<file path="config.mk">
export PLATFORM = sky130hd
export DESIGN_NAME = miop_port_set
export DESIGN_NICKNAME = d
export VERILOG_FILES = /design/src/miop_pkg.sv /design/src/miop_bitlatch.sv /design/src/miop_port_set.sv
export SDC_FILE = /design/constraint.sdc
export NUM_CORES = 1
export LEC_CHECK = 0
export BUFFER_PORTS_ARGS = -buffer_cell sky130_fd_sc_hd__buf_2
export CAP_MARGIN = 20
export CORE_ASPECT_RATIO = 1.1
export CORE_UTILIZATION = 34
export CTS_BUF_LIST = sky130_fd_sc_hd__clkbuf_16
export DETAILED_ROUTE_END_ITERATION = 8
export PLACE_DENSITY_LB_ADDON = 0.05
export SLEW_MARGIN = 20
export SYNTH_ARGS = -nofsm -noshare
export SYNTH_HDL_FRONTEND = slang
export SYNTH_SLANG_ARGS = --single-unit
</file>
<file path="constraint.sdc">
create_clock -name i_clk -period 1.5 [get_ports i_clk]
set_input_delay 0.3 -clock i_clk [delete_from_list [all_inputs] [get_ports i_clk]]
set_output_delay 0.3 -clock i_clk [all_outputs]
set_load 0.03 [all_outputs]
</file>
<file path="src/miop_pkg.sv">
// Package of constants and carriers for the I/O port set
package miop_pkg;
	localparam int NIB_W      = 4;            // Port width
	localparam int CMP_W      = 3;            // Comparator port width
	localparam int SRC5_W     = 5;            // Conversion input width
	localparam int PORT_SEL_W = 3;            // Port select width

	// Port selectors for core accesses
	localparam logic [2:0] SEL_IN0  = 3'h0;   // Dedicated input port
	localparam logic [2:0] SEL_OLOW = 3'h1;   // Output port low
	localparam logic [2:0] SEL_OHI  = 3'h2;   // Output port high
	localparam logic [2:0] SEL_PWM  = 3'h4;   // Pulse-width shared port
	localparam logic [2:0] SEL_IRQ  = 3'h5;   // Irq/counter shared port
	localparam logic [2:0] SEL_CMP  = 3'h6;   // Comparator shared port
	localparam logic [2:0] SEL_HOLD = 3'h7;   // Hold sense bit

	// Reset values
	localparam logic [3:0] RST_NIB_ONES = 4'hf;
	localparam logic [2:0] RST_CMP_ONES = 3'h7;
	localparam logic [3:0] RST_OUT_NIB  = 4'h0;

	// Bit positions on the shared ports
	localparam int BIT_FINE      = 0;
	localparam int BIT_CNT1      = 3;
	localparam int BIT_IRQ1      = 2;
	localparam int BIT_CNT2      = 1;
	localparam int BIT_IRQ2      = 0;
	localparam int BIT_CMP_INPUT = 2;

	// Core write operations
	typedef enum logic [2:0] {
		OP_NONE  = 3'b000,
		OP_WRITE = 3'b001,
		OP_SET   = 3'b010,
		OP_CLR   = 3'b011,
		OP_BYTE  = 3'b100
	} miop_op_t;

	// One core access
	typedef struct packed {
		miop_op_t       op;    // Operation
		logic [2:0]     sel;   // Port select
		logic [3:0]     data;  // Nibble data
		logic [1:0]     bit_idx; // Bit index, may come from a register
		logic [4:0]     src5;  // Conversion source
	} miop_req_t;

	// Alternate-function inputs seen by peripherals
	typedef struct packed {
		logic counter_one_event_in;
		logic ext_irq_one_in;
		logic counter_two_event_in;
		logic ext_irq_two_in;
		logic comparator_input;
		logic hold_req;
	} miop_alt_t;
endpackage

</file>
<file path="src/miop_bitlatch.sv">
// One bidirectional port latch with bit set/clear and open-drain pin drive
`timescale 1ns/10ps
`default_nettype none
module miop_bitlatch #(
	parameter int          W       = 4,          // Port width
	parameter logic [W-1:0] RST_VAL = '1         // Latch value at reset
) (
	input  wire logic         i_clk,      // Core clock
	input  wire logic         i_rst,      // Sync reset, active high
	input  wire logic         i_wr,       // Whole-port write
	input  wire logic [W-1:0] i_wdata,    // Whole-port data
	input  wire logic         i_set,      // Set one bit
	input  wire logic         i_clr,      // Clear one bit
	input  wire logic [1:0]   i_bit,      // Bit index
	input  wire logic [W-1:0] i_alt,      // Alternate drive, one = release
	output logic      [W-1:0] o_latch,    // Latch contents
	output logic      [W-1:0] o_pin_oe    // Pin pulled low while high
);
	logic [W-1:0] latch_ff;
	logic [W-1:0] nxt_latch;

	// Whole-port write or single-bit update
	always_comb begin
		nxt_latch = latch_ff;
		if (i_wr) begin
			nxt_latch = i_wdata;
		end else if (i_set && (32'(i_bit) < W)) begin
			nxt_latch[i_bit] = 1'b1;
		end else if (i_clr && (32'(i_bit) < W)) begin
			nxt_latch[i_bit] = 1'b0;
		end
	end

	// Latch register
	always_ff @(posedge i_clk) begin
		if (i_rst) begin
			latch_ff <= RST_VAL;
		end else begin
			latch_ff <= nxt_latch;
		end
	end

	assign o_latch  = latch_ff;
	// Open drain: a zero in latch or alternate source pulls low; a one leaves pin to sense
	assign o_pin_oe = ~(latch_ff & i_alt);
endmodule // miop_bitlatch
`default_nettype wire

</file>
<file path="src/miop_port_set.sv">
// Top of the microcontroller I/O port set
`timescale 1ns/10ps
`default_nettype none
module miop_port_set (
	input  wire logic                i_clk,          // Core clock, 25 MHz
	input  wire logic                i_rst,          // Sync reset, active high
	input  wire miop_pkg::miop_req_t i_req,          // Core port access
	input  wire logic [7:0]          i_conv_byte,    // 5-to-8 conversion table result
	output logic      [3:0]          o_rdata,        // Read data of selected port
	input  wire logic [3:0]          i_dedicated_input_port, // Input-only pins
	output logic      [3:0]          o_output_port_low,      // Low nibble output pins
	output logic      [3:0]          o_output_port_high,     // High nibble output pins
	input  wire logic [3:0]          i_pwm_pin,      // Pulse-width port pin levels
	output logic      [3:0]          o_pwm_pin,      // Pulse-width port drive (always 0)
	output logic      [3:0]          o_pwm_pin_oe,   // Pulse-width port pull-low enable
	input  wire logic                i_fine_dac_output,      // Fine DAC waveform
	input  wire logic [2:0]          i_coarse_dac_output,    // Coarse DAC waveforms
	input  wire logic [3:0]          i_irq_pin,      // Irq/counter port pin levels
	output logic      [3:0]          o_irq_pin,      // Irq/counter port drive (always 0)
	output logic      [3:0]          o_irq_pin_oe,   // Irq/counter port pull-low enable
	input  wire logic [2:0]          i_cmp_pin,      // Comparator port pin levels
	output logic      [2:0]          o_cmp_pin,      // Comparator port drive (always 0)
	output logic      [2:0]          o_cmp_pin_oe,   // Comparator port pull-low enable
	input  wire logic                i_hold_pin,     // Hold request pin
	output miop_pkg::miop_alt_t      o_alt           // Inputs to peripherals
);
	import miop_pkg::*;

	// Two-stage synchronisers on every pin input
	logic [3:0] k_s1_ff, k_s2_ff, pwm_s1_ff, pwm_s2_ff, irq_s1_ff, irq_s2_ff;
	logic [2:0] cmp_s1_ff, cmp_s2_ff;
	logic       hold_s1_ff, hold_s2_ff;

	always_ff @(posedge i_clk) begin
		if (i_rst) begin
			{k_s1_ff, k_s2_ff, pwm_s1_ff, pwm_s2_ff} <= 16'hffff;
			{irq_s1_ff, irq_s2_ff}                   <= 8'hff;
			{cmp_s1_ff, cmp_s2_ff}                   <= 6'h3f;
			{hold_s1_ff, hold_s2_ff}                 <= 2'h3;
		end else begin
			k_s1_ff    <= i_dedicated_input_port;
			k_s2_ff    <= k_s1_ff;
			pwm_s1_ff  <= i_pwm_pin;
			pwm_s2_ff  <= pwm_s1_ff;
			irq_s1_ff  <= i_irq_pin;
			irq_s2_ff  <= irq_s1_ff;
			cmp_s1_ff  <= i_cmp_pin;
			cmp_s2_ff  <= cmp_s1_ff;
			hold_s1_ff <= i_hold_pin;
			hold_s2_ff <= hold_s1_ff;
		end
	end

	// Output ports: whole-nibble writes or the converted byte at once
	logic [3:0] out_low_ff, out_high_ff;

	always_ff @(posedge i_clk) begin
		if (i_rst) begin
			out_low_ff  <= RST_OUT_NIB;
			out_high_ff <= RST_OUT_NIB;
		end else if (i_req.op == OP_BYTE) begin
			// Both nibbles update in the same edge so the byte is never torn
			out_low_ff  <= i_conv_byte[3:0];
			out_high_ff <= i_conv_byte[7:4];
		end else if (i_req.op == OP_WRITE && i_req.sel == SEL_OLOW) begin
			out_low_ff  <= i_req.data;
		end else if (i_req.op == OP_WRITE && i_req.sel == SEL_OHI) begin
			out_high_ff <= i_req.data;
		end
	end

	assign o_output_port_low  = out_low_ff;
	assign o_output_port_high = out_high_ff;

	// Decode of per-port strobes
	logic wr_pwm, wr_irq, wr_cmp;
	logic set_op, clr_op;

	assign wr_pwm = (i_req.op == OP_WRITE) && (i_req.sel == SEL_PWM);
	assign wr_irq = (i_req.op == OP_WRITE) && (i_req.sel == SEL_IRQ);
	assign wr_cmp = (i_req.op == OP_WRITE) && (i_req.sel == SEL_CMP);
	assign set_op = (i_req.op == OP_SET);
	assign clr_op = (i_req.op == OP_CLR);

	// Alternate drive per pin; one means the alternate function releases the pin
	logic [3:0] pwm_alt;
	logic [3:0] pwm_latch, irq_latch;
	logic [2:0] cmp_latch;

	assign pwm_alt[BIT_FINE] = i_fine_dac_output;
	assign pwm_alt[3:1]      = i_coarse_dac_output;

	// Pulse-width shared port; DAC only reaches the pin while latch is one
	miop_bitlatch #(
		.W       (NIB_W),
		.RST_VAL (RST_NIB_ONES)
	) u_pwm (
		.i_clk   (i_clk),
		.i_rst   (i_rst),
		.i_wr    (wr_pwm),
		.i_wdata (i_req.data),
		.i_set   (set_op && i_req.sel == SEL_PWM),
		.i_clr   (clr_op && i_req.sel == SEL_PWM),
		.i_bit   (i_req.bit_idx),
		.i_alt   (pwm_alt),
		.o_latch (pwm_latch),
		.o_pin_oe(o_pwm_pin_oe)
	);

	// Irq/counter shared port; no alternate output, pins only sensed
	miop_bitlatch #(
		.W       (NIB_W),
		.RST_VAL (RST_NIB_ONES)
	) u_irq (
		.i_clk   (i_clk),
		.i_rst   (i_rst),
		.i_wr    (wr_irq),
		.i_wdata (i_req.data),
		.i_set   (set_op && i_req.sel == SEL_IRQ),
		.i_clr   (clr_op && i_req.sel == SEL_IRQ),
		.i_bit   (i_req.bit_idx),
		.i_alt   (RST_NIB_ONES),
		.o_latch (irq_latch),
		.o_pin_oe(o_irq_pin_oe)
	);

	// Comparator shared port, three bits
	miop_bitlatch #(
		.W       (CMP_W),
		.RST_VAL (RST_CMP_ONES)
	) u_cmp (
		.i_clk   (i_clk),
		.i_rst   (i_rst),
		.i_wr    (wr_cmp),
		.i_wdata (i_req.data[2:0]),
		.i_set   (set_op && i_req.sel == SEL_CMP),
		.i_clr   (clr_op && i_req.sel == SEL_CMP),
		.i_bit   (i_req.bit_idx),
		.i_alt   (RST_CMP_ONES),
		.o_latch (cmp_latch),
		.o_pin_oe(o_cmp_pin_oe)
	);

	// Open-drain: drive value is always low, enable decides
	assign o_pwm_pin = 4'h0;
	assign o_irq_pin = 4'h0;
	assign o_cmp_pin = 3'h0;

	// Peripheral inputs from synchronised pins; software keeps latches at one
	always_comb begin
		o_alt.counter_one_event_in = irq_s2_ff[BIT_CNT1];
		o_alt.ext_irq_one_in       = irq_s2_ff[BIT_IRQ1];
		o_alt.counter_two_event_in = irq_s2_ff[BIT_CNT2];
		o_alt.ext_irq_two_in       = irq_s2_ff[BIT_IRQ2];
		o_alt.comparator_input     = cmp_s2_ff[BIT_CMP_INPUT];
		o_alt.hold_req             = hold_s2_ff;
	end

	// Read mux; a pin reads low when the latch or outside logic pulls it down
	logic [3:0] nxt_rdata;
	logic [3:0] rdata_ff;

	always_comb begin
		if (i_req.sel == SEL_IN0) begin
			nxt_rdata = k_s2_ff;
		end else if (i_req.sel == SEL_OLOW) begin
			nxt_rdata = out_low_ff;
		end else if (i_req.sel == SEL_OHI) begin
			nxt_rdata = out_high_ff;
		end else if (i_req.sel == SEL_PWM) begin
			nxt_rdata = pwm_s2_ff & pwm_latch;
		end else if (i_req.sel == SEL_IRQ) begin
			nxt_rdata = irq_s2_ff & irq_latch;
		end else if (i_req.sel == SEL_CMP) begin
			nxt_rdata = {1'b0, cmp_s2_ff & cmp_latch};
		end else begin
			nxt_rdata = {3'h0, hold_s2_ff};
		end
	end

	// Registered read data, one cycle after the select
	always_ff @(posedge i_clk) begin
		if (i_rst) begin
			rdata_ff <= RST_OUT_NIB;
		end else begin
			rdata_ff <= nxt_rdata;
		end
	end

	assign o_rdata = rdata_ff;
endmodule // miop_port_set
`default_nettype wire
</file>
==> results.toml <==
[clock_tree]
ctsLongestPathBuffers = 2
cts_hold_buf = 0
path_clk_slew_ns = 0.07
cts_resized = 0
tritoncts = "yes"
worstSkewPairLatency_ns = 0.29
cts_buffers = 5
clockRootBuffer = "clkbuf_16"
htree_levels = 2
postCtsSetupRepairBufs = 0
cts.sinks = 55

[synthesis]
ys_warn_count = 0
yosysTopAreaCell = "dfxtp_1"
synth-edff-count = 0
synth.yosys.seq_area_share = 0.479
syn_area_per_cell_um2 = 9.19
synthCells = 250
mappedNetlistArea_mm2 = 0.00230
synth_top_area_frac = 0.479
ys_ff_latch = 55
synth_ff_type = "dfxtp_1"
synth_area_leaders = "dfxtp_1 (48%), or2_2 (8.7%), mux2i_1 (4.4%)"
async_flop_share = 0
yosysUniqueCellTypes = 37

[floorplan]
start_util = 0.350
die_x_um = 80.4
rows = 31
die_area_mm2 = 0.00709
pin_count = 87
die_h_um = 88.2
core-area_mm2 = 0.00656

[setup_path]
cp_slowest_cell = "dfxtp_1"
cp_cell_sequence = "buf_2"
worstPathArrival_ns = 0.91
startpoint_type = "flip-flop"
cp-endpoint = "o_output_port_high[0]"
worstRegToRegCells = 4
r2r-end = "o_rdata[1]$_SDFF_PP0_"
cp_top_family = "flip-flops"
slowest_delay_ns = 0.39
reg2reg_slack_ns = 0.38
worstPathMaxFanout = 4
crit_type = "reg -> out"
worst_ep_required_time_ns = 1.20
crit_path_start = "o_output_port_high[0]$_SDFFE_PP0P_"
crit_cells = 1
critical_path.endpoint_type = "output port"
path_buf_inv = 1

[power_and_ir_drop]
peakVddDrop_mv = 0.568
p_per_area_mw_per_mm2 = 1130
power.leakage_nw = 1.43

[placed_design]
hpwlAfterDp_mm = 4.06
port_buffers = 70
gp_congestion = 0.792
place_inst = 402

[routing]
wl_per_cell_um = 13.4
antenna_left = 0
drt-initial-drc-count = 73
drc = 0
wl_mm = 5.50
avgViaCountPerCell = 4.71
firstDrtPassIters = 4
route.vias.total = 1931

[timing]
hold_viol = 0
fin_skew_ns = 0.00671
setup_viol = 0
maxSlewViolCount = 0
fmax_mhz = 824
rsz0062_at_grt = "false"
fin_crit_sh = 0.809
setup_tns_ns = 0
final.min_clock_period_ns = 1.21

[global_route]
grtUsageTotal = 0.164
overflow = 0
grt_pass1_vias = 1731
antenna_found_initial = 0
grt_pass1_wl_mm = 8.59
grt_max_degree = 56

[hold_path]
hp-class = "in -> reg"

[flow_run]
max-cap-violations = 0

[cells_and_area]
diodes = 0
fillers = 688
area_growth_syn_to_layout_pct = 27.2
nets = 374
final_cell_count_no_fill = 410
post_route_cells_drive_above_1_share = 0.393

[run_status]
outcome = "finished, final reports clean"
cell usage after synthesis (all sizes together), types with 2 or more instances:
cell type	count
a32o	2
o21bai	2
inv	10
and3	4
a211oi	10
a31o	2
a31oi	2
or3	2
mux2i	10
nand2	17
a22o	3
nor2b	6
clkbuf	7
o22ai	2
nor2	14
a221oi	2
a21oi	15
buf	17
o21ai	13
dfxtp	55
o211ai	2
or2	32
nand3	10
cell families (layout without fill, tap and decap cells):
family,Yosys count,after routing,share of synthesized area
and+or+nand+nor,92,92,0.229
AOI/OAI and AO/OA,58,58,0.166
DFF,55,55,0.479
buffers and inverters,34,102,0.0806
muxes,10,10,0.0436
other,1,11,0.00163
stage by stage:
step	util	power [mW]	hold slack (ns)	setup WS, ns	cell area [um2]
6_report	0.446	3.31	0.186	0.287	2920
5_1_grt	0.446	3.45	0.183	0.186	2920
4_1_cts	0.446	3.33	0.185	0.277	2920
3_5_place_dp	0.421	2.05	0.394	0.0372	2760
3_3_place_gp	0.421	2.05	0.390	0.0600	2760
2_1_floorplan	-	1.90	0.389	0.125	2330
per-layer routing:
layer,part of all wire,up-vias,track usage,routed length (um)
met4,0.012,0,0.0487,65
li1,-,995,-,-
met3,0.058,6,0.0402,320
met1,0.47,863,0.207,2590
met2,0.46,67,0.277,2520
met5,0,-,0,0
layout make-up:
cell class,count,area (um2),area share
well taps,82,103,0.0351
repair buffers,84,468,0.160
flip-flops and latches,55,1100,0.377
clock inverters,3,38.8,0.0133
multi-input cells,171,1050,0.359
clock buffers,5,125,0.0428
inverters,10,37.5,0.0128
layout by cell type, fill, tap and decap left out, types with 3 or more instances in the layout:
master	netlist	layout
inv_1	10	10
clkbuf_16	0	5
nor2b_1	6	6
and3_1	4	4
mux2i_1	10	10
or2_2	32	32
a22o_1	3	3
dfxtp_1	55	55
conb_1	1	11
a21oi_1	15	15
buf_4	13	13
o21ai_0	13	13
a211oi_1	10	10
buf_2	4	70
nand2_1	17	17
nand3_1	10	10
nor2_1	14	14
how the worst min path moves through the flow:
stage / from / end / cells after the start
finish: i_cmp_pin[1] / cmp_s1_ff[1]$_SDFF_PP1_ / 2
global route: i_pwm_pin[3] / pwm_s1_ff[3]$_SDFF_PP1_ / 2
CTS: i_cmp_pin[1] / cmp_s1_ff[1]$_SDFF_PP1_ / 2
detailed placement: irq_s1_ff[0]$_SDFF_PP1_ / irq_s2_ff[0]$_SDFF_PP1_ / 1
global placement: cmp_s1_ff[2]$_SDFF_PP1_ / cmp_s2_ff[2]$_SDFF_PP1_ / 1
floorplan: cmp_s1_ff[0]$_SDFF_PP1_ / cmp_s2_ff[0]$_SDFF_PP1_ / 1
where the power goes:
group	total, mW	internal (mW)	switching [mW]	leakage [nW]
registers	1.55	1.53	0.0293	0.454
clock network	1.29	0.779	0.509	0.0812
logic	0.462	0.184	0.278	0.895
total	3.31	2.49	0.817	1.43
Note: power is estimated with default switching activity, not from simulation.
